`src/agc_pkg.sv`:
```
// shared constants, types and register map for the signal chain control
package agc_pkg;

  // register map, byte-wide registers on the serial port
  localparam logic [7:0] REG_GAIN_GR   = 8'h00;
  localparam logic [7:0] REG_GAIN_RED  = 8'h01;
  localparam logic [7:0] REG_GAIN_BLUE = 8'h02;
  localparam logic [7:0] REG_GAIN_GBG  = 8'h03;
  localparam logic [7:0] REG_CLAMP_CFG = 8'h08;
  localparam logic [7:0] REG_GAIN_MODE = 8'h09;
  localparam logic [7:0] REG_COL_DC    = 8'h0A;
  localparam logic [7:0] REG_GLOB_OFS  = 8'h0B;
  localparam logic [7:0] REG_STATUS    = 8'h0C;
  localparam logic [7:0] REG_EXP_A     = 8'h10;
  localparam logic [7:0] REG_EXP_B     = 8'h21;
  localparam logic [1:0] REG_TAB_PAGE  = 2'h1;  // 0x40..0x7f, table

  // serial slave address, value is arbitrary
  localparam logic [6:0] DEV_ADDR = 7'h2A;

  // field positions and reset values
  localparam int unsigned CLAMP_EN_BIT   = 0;
  localparam int unsigned CLAMP_ROWS_LSB = 1;
  localparam logic [7:0]  CLAMP_CFG_RST  = 8'h05;  // on, two rows
  localparam int unsigned WB_MODE_BIT    = 0;
  localparam int unsigned EXP_MODE_LSB   = 1;
  localparam logic [7:0]  GAIN_MODE_RST  = 8'h00;
  localparam logic [5:0]  CODE_RST       = 6'h00;
  localparam logic [5:0]  COL_DC_RST     = 6'h00;
  localparam int unsigned SIGN_BIT       = 5;

  // clamp sequencing
  localparam logic [2:0] CLAMP_SKIP_ROWS = 3'h3;
  localparam int unsigned COL_ENTRIES    = 64;

  // gain code limits
  localparam logic [5:0] CODE_KNEE   = 6'h20;
  localparam logic [5:0] UNIFORM_MAX = 6'h2F;

  // least dark sampling time and its cycle count at 250 MHz
  localparam int unsigned DARK_MIN_US      = 137;
  localparam int unsigned CLK_MHZ          = 250;
  localparam int unsigned DARK_MIN_CYC_DEF = DARK_MIN_US * CLK_MHZ;

  // bayer positions
  localparam logic [1:0] BAYER_GR   = 2'h0;
  localparam logic [1:0] BAYER_RED  = 2'h1;
  localparam logic [1:0] BAYER_BLUE = 2'h2;
  localparam logic [1:0] BAYER_GBG  = 2'h3;

  typedef enum logic [1:0] {GM_PIECEWISE, GM_UNIFORM, GM_EXTENDED}
    agc_gain_mode_e;

  typedef struct packed {
    logic [1:0]  bayer;
    logic [10:0] column;
  } agc_pix_s;

  typedef struct packed {
    logic [7:0] wb;
    logic [7:0] exp_a;
    logic [7:0] exp_b;
  } agc_gain_s;

endpackage : agc_pkg

```
`src/agc_gain_decode.sv`:
```
// gain code to fine-step count decoder for one gain path
`timescale 1ns/1ps
`default_nettype none
module agc_gain_decode
  import agc_pkg::*;
(
  // code and mode
  input  wire logic [5:0]     code,
  input  wire agc_gain_mode_e mode,
  // gain in fine steps
  output logic [7:0]          steps
);

  // coarse step is two fine steps
  always_comb begin
    steps = 8'h00;
    unique case (mode)
      GM_PIECEWISE: begin
        if (code <= CODE_KNEE) begin
          steps = {2'b00, code};
        end else begin
          steps = {1'b0, code, 1'b0} - {2'b00, CODE_KNEE};
        end
      end
      // codes above the top valid code saturate
      GM_UNIFORM: begin
        if (code > UNIFORM_MAX) begin
          steps = {1'b0, UNIFORM_MAX, 1'b0};
        end else begin
          steps = {1'b0, code, 1'b0};
        end
      end
      // a 6-bit code never exceeds the extended range
      GM_EXTENDED: steps = {1'b0, code, 1'b0};
      default:     steps = {2'b00, code};
    endcase
  end

endmodule : agc_gain_decode
`default_nettype wire

```
`src/agc_col_table.sv`:
```
// 64-entry per-column offset table, flip-flop storage, two read ports
`timescale 1ns/1ps
`default_nettype none
module agc_col_table
  import agc_pkg::*;
(
  // clock and reset
  input  wire logic       mclk,
  input  wire logic       nrst,
  // write port
  input  wire logic       wr_en,
  input  wire logic [5:0] wr_idx,
  input  wire logic [5:0] wr_data,
  // pixel and register read ports
  input  wire logic [5:0] pix_idx,
  output logic [5:0]      pix_data,
  input  wire logic [5:0] rd_idx,
  output logic [5:0]      rd_data
);

  logic [5:0] ent_q [COL_ENTRIES];

  // one entry per generate pass, cleared at reset
  for (genvar i = 0; i < COL_ENTRIES; i++) begin : g_ent
    always_ff @(posedge mclk or negedge nrst) begin
      if (!nrst) begin
        ent_q[i] <= 6'h00;
      end else if (wr_en && (wr_idx == 6'(i))) begin
        ent_q[i] <= wr_data;
      end
    end
  end

  // reads are plain muxes
  assign pix_data = ent_q[pix_idx];
  assign rd_data  = ent_q[rd_idx];

endmodule : agc_col_table
`default_nettype wire

```
`src/agc_asp_ctrl.sv`:
```
// signal chain control: dark clamp sequencing, offsets, gains, serial port
// Functional notes
// with auto clamp on, re-measure black reference at each new frame
// skip the first 3 dark rows, then sample the next 2
// while clamping, hold each dark pixel and force outputs to common mode
// host must arrange at least 137 us of dark sampling in total
// clamp can be switched off; same setting sets clamped row count
// 64 column offset entries, 6 bits each, sign plus five magnitude
// column offset is common DC term plus selected table entry
// column index modulo 64 selects the entry, repeating per bank
// common DC offset resets to zero
// separate white-balance code for each of four bayer positions
// codes at 00h/01h/02h/03h serve green-red, red, blue, green-blue
// each white-balance code is 6-bit unsigned
// gain rewrites reach the pixel path without waiting for a frame
// two white-balance modes and three exposure modes are selectable
// piecewise mode: 0-32 fine steps, 33-63 coarse double steps
// uniform mode: only codes 0-47, equal coarse steps
// extended uniform mode, exposure only, codes 0-63, coarse steps
// exposure gain from two global registers at 10h and 21h
// exposure codes are 6 bits, step follows exposure mode
// global offset takes a 6-bit sign-magnitude code of its own
// out-of-range codes saturate to the mode's largest valid code
// gain and offset writes take effect at the next pixel boundary
`timescale 1ns/1ps
`default_nettype none
module agc_asp_ctrl
  import agc_pkg::*;
#(
  parameter int unsigned DARK_MIN_CYC = DARK_MIN_CYC_DEF
) (
  // clock and reset
  input  wire logic         mclk,
  input  wire logic         nrst,
  // two-wire serial register port
  input  wire logic         scl_i,
  input  wire logic         sda_i,
  output logic              sda_o,
  output logic              sda_oe,
  // readout sequencer timing
  input  wire logic         frame_start,
  input  wire logic         row_start,
  input  wire logic         row_is_dark,
  input  wire logic         pix_strobe,
  input  wire agc_pix_s     pix,
  // analog chain controls
  output logic              clamp_active,
  output logic              clamp_cm_force,
  output logic              dark_hold,
  output agc_gain_s         gain,
  output logic signed [6:0] col_offset,
  output logic [5:0]        glob_offset
);

  typedef enum logic [3:0] {
    SS_IDLE, SS_ADDR, SS_ACK_ADDR, SS_REG, SS_ACK_REG,
    SS_WDATA, SS_ACK_W, SS_RDATA, SS_RACK
  } agc_ser_e;

  typedef enum logic [1:0] {CL_IDLE, CL_SKIP, CL_SAMPLE} agc_clamp_e;

  // sign-magnitude to two's complement, used for both offset terms
  function automatic logic signed [6:0] sm2tc(input logic [5:0] v);
    logic signed [6:0] mag;
    mag = signed'({2'b00, v[SIGN_BIT-1:0]});
    return v[SIGN_BIT] ? -mag : mag;
  endfunction : sm2tc

  logic       scl_s1_q, scl_s2_q, scl_s3_q;
  logic       sda_s1_q, sda_s2_q, sda_s3_q;
  logic       scl_rise, scl_fall, start_det, stop_det;
  agc_ser_e   ser_q;
  logic [3:0] bit_q;
  logic [7:0] shift_q;
  logic [7:0] ptr_q;
  logic       rw_q;
  logic       sda_oe_q;
  logic       wr_pulse;
  logic       tab_wr;
  logic [7:0] rd_data;
  logic [5:0] code_q [4];
  logic [5:0] exp_a_q;
  logic [5:0] exp_b_q;
  logic [7:0] clamp_cfg_q;
  logic [7:0] gain_mode_q;
  logic [5:0] col_dc_q;
  logic [5:0] glob_q;
  logic       clamp_en;
  logic [2:0] clamp_rows;
  agc_clamp_e cl_q;
  logic [2:0] row_cnt_q;
  logic [16:0] dark_cyc_q;
  logic       dark_met_q;
  logic [5:0] tab_pix;
  logic [5:0] tab_rd;
  logic [5:0] wb_code;
  agc_gain_mode_e wb_mode;
  agc_gain_mode_e exp_mode;
  logic [7:0] wb_steps, exp_a_steps, exp_b_steps;

  // pins come from another domain: two flops, the third only for edges
  always_ff @(posedge mclk or negedge nrst) begin
    if (!nrst) begin
      scl_s1_q <= 1'b1;
      scl_s2_q <= 1'b1;
      scl_s3_q <= 1'b1;
      sda_s1_q <= 1'b1;
      sda_s2_q <= 1'b1;
      sda_s3_q <= 1'b1;
    end else begin
      scl_s1_q <= scl_i;
      scl_s2_q <= scl_s1_q;
      scl_s3_q <= scl_s2_q;
      sda_s1_q <= sda_i;
      sda_s2_q <= sda_s1_q;
      sda_s3_q <= sda_s2_q;
    end
  end

  // bus events; start and stop are sda moves while scl is high
  assign scl_rise  = scl_s2_q & ~scl_s3_q;
  assign scl_fall  = ~scl_s2_q & scl_s3_q;
  assign start_det = scl_s2_q & scl_s3_q & ~sda_s2_q & sda_s3_q;
  assign stop_det  = scl_s2_q & scl_s3_q & sda_s2_q & ~sda_s3_q;

  // open-drain data line: only ever pulled low
  assign sda_o  = 1'b0;
  assign sda_oe = sda_oe_q;

  // serial slave: address, register pointer, then data with increment
  always_ff @(posedge mclk or negedge nrst) begin
    if (!nrst) begin
      ser_q    <= SS_IDLE;
      bit_q    <= 4'h0;
      shift_q  <= 8'h00;
      ptr_q    <= 8'h00;
      rw_q     <= 1'b0;
      sda_oe_q <= 1'b0;
    end else if (start_det) begin
      ser_q    <= SS_ADDR;
      bit_q    <= 4'h0;
      sda_oe_q <= 1'b0;
    end else if (stop_det) begin
      ser_q    <= SS_IDLE;
      sda_oe_q <= 1'b0;
    end else if (scl_rise) begin
      if (ser_q inside {SS_ADDR, SS_REG, SS_WDATA}) begin
        shift_q <= {shift_q[6:0], sda_s2_q};
        bit_q   <= bit_q + 4'h1;
      end else if (ser_q == SS_RACK && sda_s2_q) begin
        ser_q <= SS_IDLE;  // master nack ends the read
      end
    end else if (scl_fall) begin
      unique case (ser_q)
        SS_IDLE: sda_oe_q <= 1'b0;
        SS_ADDR: begin
          if (bit_q == 4'h8) begin
            bit_q <= 4'h0;
            if (shift_q[7:1] == DEV_ADDR) begin
              rw_q     <= shift_q[0];
              sda_oe_q <= 1'b1;
              ser_q    <= SS_ACK_ADDR;
            end else begin
              ser_q <= SS_IDLE;
            end
          end
        end
        SS_REG: begin
          if (bit_q == 4'h8) begin
            bit_q    <= 4'h0;
            ptr_q    <= shift_q;
            sda_oe_q <= 1'b1;
            ser_q    <= SS_ACK_REG;
          end
        end
        SS_WDATA: begin
          if (bit_q == 4'h8) begin
            bit_q    <= 4'h0;
            ptr_q    <= ptr_q + 8'h01;
            sda_oe_q <= 1'b1;
            ser_q    <= SS_ACK_W;
          end
        end
        SS_ACK_ADDR: begin
          if (rw_q) begin
            shift_q  <= rd_data;
            sda_oe_q <= ~rd_data[7];
            ser_q    <= SS_RDATA;
          end else begin
            sda_oe_q <= 1'b0;
            ser_q    <= SS_REG;
          end
        end
        SS_ACK_REG, SS_ACK_W: begin
          sda_oe_q <= 1'b0;
          ser_q    <= SS_WDATA;
        end
        SS_RDATA: begin
          if (bit_q == 4'h7) begin
            bit_q    <= 4'h0;
            sda_oe_q <= 1'b0;
            ptr_q    <= ptr_q + 8'h01;
            ser_q    <= SS_RACK;
          end else begin
            bit_q    <= bit_q + 4'h1;
            shift_q  <= {shift_q[6:0], 1'b0};
            sda_oe_q <= ~shift_q[6];
          end
        end
        SS_RACK: begin
          shift_q  <= rd_data;
          sda_oe_q <= ~rd_data[7];
          ser_q    <= SS_RDATA;
        end
      endcase
    end
  end

  // a data byte is complete on the falling edge after its eighth bit
  assign wr_pulse = (ser_q == SS_WDATA) && scl_fall && (bit_q == 4'h8)
                    && !start_det && !stop_det;
  assign tab_wr   = wr_pulse && (ptr_q[7:6] == REG_TAB_PAGE);

  // four colour codes; R18 two exposure registers; R9 dc resets 0
  always_ff @(posedge mclk or negedge nrst) begin
    if (!nrst) begin
      for (int i = 0; i < 4; i++) begin
        code_q[i] <= CODE_RST;
      end
      exp_a_q     <= CODE_RST;
      exp_b_q     <= CODE_RST;
      clamp_cfg_q <= CLAMP_CFG_RST;
      gain_mode_q <= GAIN_MODE_RST;
      col_dc_q    <= COL_DC_RST;
      glob_q      <= CODE_RST;
    end else if (wr_pulse) begin
      // codes keep six bits; unmapped writes are ignored
      case (ptr_q)
        REG_GAIN_GR:   code_q[0]   <= shift_q[5:0];
        REG_GAIN_RED:  code_q[1]   <= shift_q[5:0];
        REG_GAIN_BLUE: code_q[2]   <= shift_q[5:0];
        REG_GAIN_GBG:  code_q[3]   <= shift_q[5:0];
        REG_EXP_A:     exp_a_q     <= shift_q[5:0];
        REG_EXP_B:     exp_b_q     <= shift_q[5:0];
        REG_CLAMP_CFG: clamp_cfg_q <= {4'h0, shift_q[3:0]};
        REG_GAIN_MODE: gain_mode_q <= {5'h00, shift_q[2:0]};
        REG_COL_DC:    col_dc_q    <= shift_q[5:0];
        REG_GLOB_OFS:  glob_q      <= shift_q[5:0];
        default:       ;
      endcase
    end
  end

  // read mux; unmapped addresses read as zero
  always_comb begin
    rd_data = 8'h00;
    if (ptr_q[7:6] == REG_TAB_PAGE) begin
      rd_data = {2'b00, tab_rd};
    end else begin
      case (ptr_q)
        REG_GAIN_GR:   rd_data = {2'b00, code_q[0]};
        REG_GAIN_RED:  rd_data = {2'b00, code_q[1]};
        REG_GAIN_BLUE: rd_data = {2'b00, code_q[2]};
        REG_GAIN_GBG:  rd_data = {2'b00, code_q[3]};
        REG_EXP_A:     rd_data = {2'b00, exp_a_q};
        REG_EXP_B:     rd_data = {2'b00, exp_b_q};
        REG_CLAMP_CFG: rd_data = clamp_cfg_q;
        REG_GAIN_MODE: rd_data = gain_mode_q;
        REG_COL_DC:    rd_data = {2'b00, col_dc_q};
        REG_GLOB_OFS:  rd_data = {2'b00, glob_q};
        REG_STATUS:    rd_data = {5'h00, dark_met_q, cl_q == CL_SKIP,
                                  clamp_active};
        default:       rd_data = 8'h00;
      endcase
    end
  end

  // enable bit and clamped row count share one register
  assign clamp_en   = clamp_cfg_q[CLAMP_EN_BIT];
  assign clamp_rows = clamp_cfg_q[CLAMP_ROWS_LSB +: 3];

  // dark clamp sequencer, rearmed at every frame start
  always_ff @(posedge mclk or negedge nrst) begin
    if (!nrst) begin
      cl_q      <= CL_IDLE;
      row_cnt_q <= 3'h0;
    end else if (!clamp_en) begin
      // clamp off leaves the offset free
      cl_q <= CL_IDLE;
    end else if (frame_start) begin
      // new frame re-measures black
      cl_q      <= CL_SKIP;
      row_cnt_q <= 3'h0;
    end else if (row_start) begin
      unique case (cl_q)
        CL_IDLE: cl_q <= CL_IDLE;
        // skip three dark rows
        CL_SKIP: begin
          if (!row_is_dark) begin
            cl_q <= CL_IDLE;
          end else if (row_cnt_q == CLAMP_SKIP_ROWS) begin
            cl_q      <= (clamp_rows == 3'h0) ? CL_IDLE : CL_SAMPLE;
            row_cnt_q <= 3'h1;
          end else begin
            row_cnt_q <= row_cnt_q + 3'h1;
          end
        end
        // sample the configured row count
        CL_SAMPLE: begin
          if (!row_is_dark || row_cnt_q >= clamp_rows) begin
            cl_q <= CL_IDLE;
          end else begin
            row_cnt_q <= row_cnt_q + 3'h1;
          end
        end
      endcase
    end
  end

  // hold dark pixels, force common mode
  assign clamp_active   = (cl_q == CL_SAMPLE);
  assign clamp_cm_force = clamp_active;
  assign dark_hold      = clamp_active & pix_strobe & row_is_dark;

  // clamp time since enable, counted up to the minimum; status bit 2 flags when it is reached
  always_ff @(posedge mclk or negedge nrst) begin
    if (!nrst) begin
      dark_cyc_q <= 17'h0_0000;
      dark_met_q <= 1'b0;
    end else if (!clamp_en) begin
      dark_cyc_q <= 17'h0_0000;
      dark_met_q <= 1'b0;
    end else if (clamp_active && !dark_met_q) begin
      dark_cyc_q <= dark_cyc_q + 17'h0_0001;
      dark_met_q <= (dark_cyc_q + 17'h0_0001) >= 17'(DARK_MIN_CYC);
    end
  end

  // table indexed by column modulo 64
  agc_col_table u_tab (
    .mclk     (mclk),
    .nrst     (nrst),
    .wr_en    (tab_wr),
    .wr_idx   (ptr_q[5:0]),
    .wr_data  (shift_q[5:0]),
    .pix_idx  (pix.column[5:0]),
    .pix_data (tab_pix),
    .rd_idx   (ptr_q[5:0]),
    .rd_data  (tab_rd)
  );

  // bayer position picks code; R14 mode fields select decoding
  always_comb begin
    unique case (pix.bayer)
      BAYER_GR:   wb_code = code_q[0];
      BAYER_RED:  wb_code = code_q[1];
      BAYER_BLUE: wb_code = code_q[2];
      BAYER_GBG:  wb_code = code_q[3];
    endcase
    wb_mode  = gain_mode_q[WB_MODE_BIT] ? GM_UNIFORM : GM_PIECEWISE;
    // unused mode code falls back to piecewise
    unique case (gain_mode_q[EXP_MODE_LSB +: 2])
      2'h1:    exp_mode = GM_UNIFORM;
      2'h2:    exp_mode = GM_EXTENDED;
      default: exp_mode = GM_PIECEWISE;
    endcase
  end

  // decoders, one per path
  agc_gain_decode u_dec_wb (.code(wb_code), .mode(wb_mode),
                            .steps(wb_steps));
  agc_gain_decode u_dec_ea (.code(exp_a_q), .mode(exp_mode),
                            .steps(exp_a_steps));
  agc_gain_decode u_dec_eb (.code(exp_b_q), .mode(exp_mode),
                            .steps(exp_b_steps));

  // outputs move only at a pixel boundary, no frame wait
  always_ff @(posedge mclk or negedge nrst) begin
    if (!nrst) begin
      gain        <= '0;
      col_offset  <= 7'sh00;
      glob_offset <= 6'h00;
    end else if (pix_strobe) begin
      gain.wb     <= wb_steps;
      gain.exp_a  <= exp_a_steps;
      gain.exp_b  <= exp_b_steps;
      // dc term plus table entry
      col_offset  <= sm2tc(col_dc_q) + sm2tc(tab_pix);
      // global offset code
      glob_offset <= glob_q;
    end
  end

  logic [2:0] dk_rows_q;
  always_ff @(posedge mclk or negedge nrst) begin
    if (!nrst) begin
      dk_rows_q <= 3'h0;
    end else if (frame_start) begin
      dk_rows_q <= 3'h0;
    end else if (row_start && row_is_dark && dk_rows_q != 3'h7) begin
      dk_rows_q <= dk_rows_q + 3'h1;
    end
  end
endmodule : agc_asp_ctrl
`default_nettype wire

```
`config.mk`:
```
export PLATFORM = sky130hd
export DESIGN_NAME = agc_asp_ctrl
export DESIGN_NICKNAME = d
export VERILOG_FILES = /design/src/agc_pkg.sv /design/src/agc_gain_decode.sv /design/src/agc_col_table.sv /design/src/agc_asp_ctrl.sv
export SDC_FILE = /design/constraint.sdc
export NUM_CORES = 1
export LEC_CHECK = 0
export BUFFER_PORTS_ARGS = -buffer_cell sky130_fd_sc_hd__buf_2
export CAP_MARGIN = 20
export CELL_PAD_IN_SITES_DETAIL_PLACEMENT = 0
export CELL_PAD_IN_SITES_GLOBAL_PLACEMENT = 2
export CORE_MARGIN = 2
export CORE_UTILIZATION = 47
export CTS_BUF_LIST = sky130_fd_sc_hd__clkbuf_4 sky130_fd_sc_hd__clkbuf_8
export DETAILED_ROUTE_END_ITERATION = 8
export GPL_ROUTABILITY_DRIVEN = 0
export PLACE_DENSITY_LB_ADDON = 0.2
export SYNTH_ARGS = -nofsm -noshare
export SYNTH_HDL_FRONTEND = slang
export SYNTH_SLANG_ARGS = --single-unit
```
`constraint.sdc`:
```
create_clock -name mclk -period 4.65 [get_ports mclk]
set_input_delay 0.2325 -clock mclk [delete_from_list [all_inputs] [get_ports mclk]]
set_output_delay 0.2325 -clock mclk [all_outputs]
set_load 0.01 [all_outputs]
```
* Yosys cells after proc, flatten, opt, wreduce, memory -nomap -nowiden *
Cells that the tools add are included.
Widths: inputs -> output; s select.

storage, ports and cells
  register bits = 531
  input port bits = 21
  output and inout bits = 42
  logic and storage cells = 455

operators by class
  $add $sub $neg = 10
  order comparisons = 10
  equality and inequality tests = 122
  muxes and demuxes = 81
  bitwise gates (word level) = 20
  reductions and logical operators = 117

operators by type and width
  kind                   number
  $eq 6x6->1 const B     32
  $pmux 8 s3             5
  $eq 6x5->1 const B     16
  $mux 8                 11
  $bmux 6 s6             2
  $logic_and 1x1->1      71
  $mux 4                 17
  $pmux 6 s11            1
  $eq 6x4->1 const B     8
  $eq 8x4->1 const B     5
  $mux 7                 5
  $mux 17                2
  $mux 6                 5
  $pmux 4 s7             1
  $eq 6x3->1 const B     4
  $pmux 6 s4             1
  $sub 7x6->8 const B    3
  $eq 4x3->1 const B     5
  $ne 5x4->1 const B     4
  $reduce_and 2->1       10
  $gt 6x6->1 const B     3
  $le 6x6->1 const B     3
  $mux 3                 6
  $add 17x1->17 const B  1
  other kinds (59)       139

* Longest topological paths before layout *
  depth in word-level cells = 9
  depth in mapped cells = 21
  depth with buffers taken out = 16

* Modules after synthesis *
A second synthesis with hierarchy kept.

second synthesis, totals
  cell total of the unflattened synthesis = 2362
  area total of the unflattened synthesis = 29906.2 sq um

modules (own cells, without submodules)
  module                       instances  cells each  area an instance (sq um)  seq. area each (sq um)
  agc_col_table                1          1440        20837.5                   9609.2
  agc_asp_ctrl                 1          801         8230.4                    3688.5
  agc_gain_decode at u_dec_wb  1          42          294.0                     0.0
  agc_gain_decode at u_dec_eb  1          42          286.5                     0.0
  agc_gain_decode at u_dec_ea  1          37          257.7                     0.0

* Worst setup path after synthesis *
OpenSTA, ideal clock, no wires.

  kind = input to register
  start point = in pix[0] (netlist bit)
  end point = reg col_offset[6]
  setup time = 132 ps
  arrival time = 4243 ps
  required time = 4518 ps
  path slack = 276 ps
  stages = 19
  buffers on the path = 4
  cells stage by stage = buf_6 -> buf_6 -> buf_4 -> buf_2 -> mux4_2 -> a22oi_1 -> nand3_1 -> a211oi_2 -> ha_1 -> mux2_2 -> inv_1 -> fa_1 -> nor2b_1 -> o21ai_0 -> a21boi_0 -> o211a_1 -> o31ai_1 -> nor3_1 -> or3b_1

on the way
  longest elaborated chain between the ends = 7

RTL lines
  item                                          RTL line             source
  start: declaration                            agc_asp_ctrl.sv:45   input wire agc_pix_s pix,
  $not 6->7 (not written as such) *             agc_col_table.sv:35  assign pix_data = ent_q[pix_idx];
  $bmux 6 s6 *                                  agc_col_table.sv:35
  $mux 6 (not written as such) * (2 in series)  agc_col_table.sv:35
  $neg 5->7                                     agc_asp_ctrl.sv:66   return v[SIGN_BIT] ? -mag : mag;
  $mux 7 *                                      agc_asp_ctrl.sv:66
  $add 7x7->7 *                                 agc_asp_ctrl.sv:388  col_offset <= sm2tc(col_dc_q) + sm2tc(tab_pix);
  end signal: assignment                        agc_asp_ctrl.sv:388
  end: declaration                              agc_asp_ctrl.sv:51   output logic signed [6:0] col_offset,

Mark *: on every way between the ends. The rest lies on a longest branch, timed or not. The select of a mux whose other input is x is not followed.
A chain may end at the register's enable or synchronous reset.

* Worst setup path in the final report *
  start point = reg u_tab.ent_q[217] (netlist bit)
  end point = reg col_offset[6]

on the way
  longest elaborated chain between the ends = 6

RTL lines
  item                                          RTL line             source
  start: declaration                            agc_col_table.sv:21  logic [5:0] ent_q [COL_ENTRIES];
  start signal: indexed assignment              agc_col_table.sv:29  ent_q[i] <= wr_data;
  $bmux 6 s6 *                                  agc_col_table.sv:35
  $mux 6 (not written as such) * (2 in series)  agc_col_table.sv:35
  $neg 5->7                                     agc_asp_ctrl.sv:66
  $mux 7 *                                      agc_asp_ctrl.sv:66
  $add 7x7->7 *                                 agc_asp_ctrl.sv:388

Marks and branches as above.

==> impl_results.md <==
- Outcome: complete, no violations
- Vias in the first global route: 20,172
- Max-cap viol count: 0
- Slew Limit Fails: 0
- Worst-path clk slew: 0.07 ns
- H-tree Lvls: 3
- Die X: 254 um
- Synth cell types: 81
- Non-Filler Instances: approximately 3,200
- Leak: 0.0150 uW
- Initial Utilization: 47.5%
- Most frequent cells in the layout: dfrtp_1, mux2_2, mux4_2, nand2_1, clkbuf_8
- Share of layout cells above drive strength 1: 43.4%
- Final Hold Slack: 0.198 ns
- Worst vdd ir: ~0.22 mV
- First-pass GRT wire length: 129,000 um
- Buffers plus inverters on the worst setup path: 2
- Post-Place Cells: 3,023
- Sink Count: 531
- CP delay by family, top: compound AO/OA/AOI/OAI gates
- Critical path class: flop to flop
- Final ANT Viol Nets: 0
- Synthesized Nets: 2,271
- #FFs+latches synth: 531
- Fmax achieved: around 0.24 GHz
- Via count: between 15,000 and 20,000
- Sequential area share after synthesis: a little under half
- Initial antenna violation count: 1
- Largest net degree at the start of global routing: around 130
- Period minus WS final: approximately 4.2 ns
- Critical path fanouts, max: 3
- Worst path required time: 5.22 ns
- IO Pins: between 60 and 70
- Synth Area per Inst: 13.2 um2
- Setup TNS: 0 ns
- Tot GR Track Use: 26.9%
- Slew headroom: 29.6%
- Remaining routing DRC violations: 0
- Nets: about 2,300
- Die area: 0.0643 mm2
- Detailed Place HPWL: 56,500 um
- Final setup vio count: 0
- Wirelength, routed: 84,100 um
- Crit path capture type: flop
- Die H: 254 um
- Cts repair resizes: 0
- Routed len/inst: ~26 um
- Core ar.: approximately 0.062 mm2
- Unrepaired setup endpoints after global routing: false
- Worst Hold Class: primary input to asynchronous set/reset pin
- Core Util, Final: ~53%
- Synthesized area: just under 0.03 mm2
- IO buf count: between 50 and 60
- First drt pass iteration count: 9
- Num rows: 91
- Measured slew at the worst slew-check pin: around 1.0 ns
- Total congestion overflow: 0
- Clk_skew: 0.0323 ns
- CP max stage delay: 0.49 ns
- CTS tree: built
- Final-report hold violation count: 0
- Post-Synthesis Cells: 2,220
- Cell mode on critical path: inv_1
- CP cell instances: mux4_2 > a22oi_1 > nand3_1 > a211o_1 > inv_1 > ha_1 > mux2_2 > inv_1 > fa_1 > nor2b_1 > o21ai_0 > a21boi_0 > o211a_1 > o31ai_1 > nor3_1 > or3b_1
- CTS max path bufs: 3
- Leading cell type in the layout, fill and taps excluded: dfrtp_1
- Ys flop type: dfrtp_1
- Worst-Skew Late Latency: 0.70 ns
- Via density: about 6.2
- Total CTS buffers: 94
- Async set or reset register ratio after synthesis: 100%
- CTS root buffer: clkbuf_8
- Setup crit start kind: flop
- Pwr/cell area: between 300 and 400 mW/mm2
- Critical path arrival: 4.76 ns
- Period Utilization, post-route: 89.9%
- DR iter-0 viols: 1,464
- Number of synthesized flops with an enable pin: 0
- Slowest CP cell: mux4_2
- P&R area growth vs syn: 12.2%
- Syn. warnings: 0
[final timing paths]
| kind | from | to | slack, ns | depth (start not counted) |
|---|---|---|---|---|
| worst max-delay path | u_tab.ent_q[217] | col_offset[6] | 0.47 | 16 |
| worst min-delay path | nrst | dark_cyc_q[5] | 0.20 | 2 |
| worst max register to register | u_tab.ent_q[217] | col_offset[6] | 0.47 | 16 |
| worst min register to register | scl_s1_q | scl_s2_q | 0.36 | 0 |
| max in group asynchronous | nrst | ptr_q[0] | 3.15 | 3 |
| min in group mclk | scl_i | scl_s1_q | 0.20 | 2 |
[per-stage QoR]
step                total power (uW)  instance area, um2  setup WS (ns)
detailed placement              5570               30700         0.0890
CTS                            10400               32800          0.440
global placement                5560               30700         0.0593
finish                         10300               32800          0.468
floorplan                       5180               29300          0.276
global route                   10700               32800          0.108
[worst register-to-register path, delay by kind of cell, from the launching register on]
| family | cells | cell delay (ns) |
|---|---|---|
| AOI/OAI and AO/OA | 6 | 1.59 |
| adders and majority gates | 2 | 0.43 |
| buffers and inverters | 2 | 0.16 |
| DFF | 1 | 0.40 |
| muxes | 2 | 0.78 |
| and+or+nand+nor | 4 | 0.71 |
[synth_stat cells, types with 6 or more instances]
master	instances	area share, %
nor4_1	7	0.15
inv_1	49	0.63
nand2_1	175	2.2
o21ai_0	51	0.87
a21oi_1	77	1.3
xnor2_1	25	0.75
mux4_2	218	17
buf_2	21	0.36
a22oi_1	33	0.85
a221oi_1	6	0.18
nand3_1	20	0.34
a22o_1	8	0.24
o211ai_1	7	0.18
and2_1	31	0.66
nor2b_1	24	0.51
clkbuf_1	127	1.6
a31oi_1	9	0.19
nand4_1	11	0.24
buf_4	6	0.15
dfstp_2	8	0.72
nor3_1	26	0.44
buf_1	13	0.17
o31ai_1	7	0.18
mux2i_1	20	0.68
dfrtp_1	523	45
nand2b_1	16	0.34
o221ai_1	8	0.24
a21o_1	9	0.23
mux4_1	7	0.63
nor2_1	69	0.88
ha_1	29	1.2
mux2_2	467	18
[what timing repair did]
action	4_1_cts	5_1_grt
buffers inserted	0	0
endpoints found under the hold margin	94	0
hold buffers	6	0
[cell type report]
type                    instances  area (um2)
diodes                          1        2.50
clock buffers                 151        1860
clock inverters                17         224
fillers                      5218       28800
inverters                      50         188
multi-input cells            1468       15100
flip-flops and latches        531       13300
well taps                     837        1050
repair buffers                144        1130
[power by group]
group          switching [uW]  internal [uW]
clock network            2000           2800
registers                42.7           4660
logic                     598            184
total                    2640           7640
[state kept, by name (all words and copies together) (netlist names), 2 cells and up]
signal       flops
code_q          24
ser_q            4
col_offset       7
row_cnt_q        3
clamp_cfg_q      4
glob_q           6
u_tab.ent_q    384
dark_cyc_q      17
bit_q            4
gain_mode_q      3
col_dc_q         6
cl_q             2
shift_q          8
exp_b_q          6
exp_a_q          6
ptr_q            8
glob_offset      6
gain            24
[cells by family after synthesis]
family / share of synthesized area [%]
AO/OA/AOI/OAI: 6.38
XOR/XNOR: 0.867
adder cells (fa/ha/maj): 1.34
buffers and inverters: 3.10
flip-flops: 45.4
multiplexers: 36.0
other: 0.0128
AND/OR/NAND/NOR: 6.84
[metal layers]
layer,vias to the layer above,share of wire (%),global-route usage (%)
met5,-,0,0
met4,0,4.0,10.6
met3,171,5.5,4.87
met2,594,48,42.6
met1,10462,43,36.8
li1,8573,-,-
(Power assumes the default switching activity.)
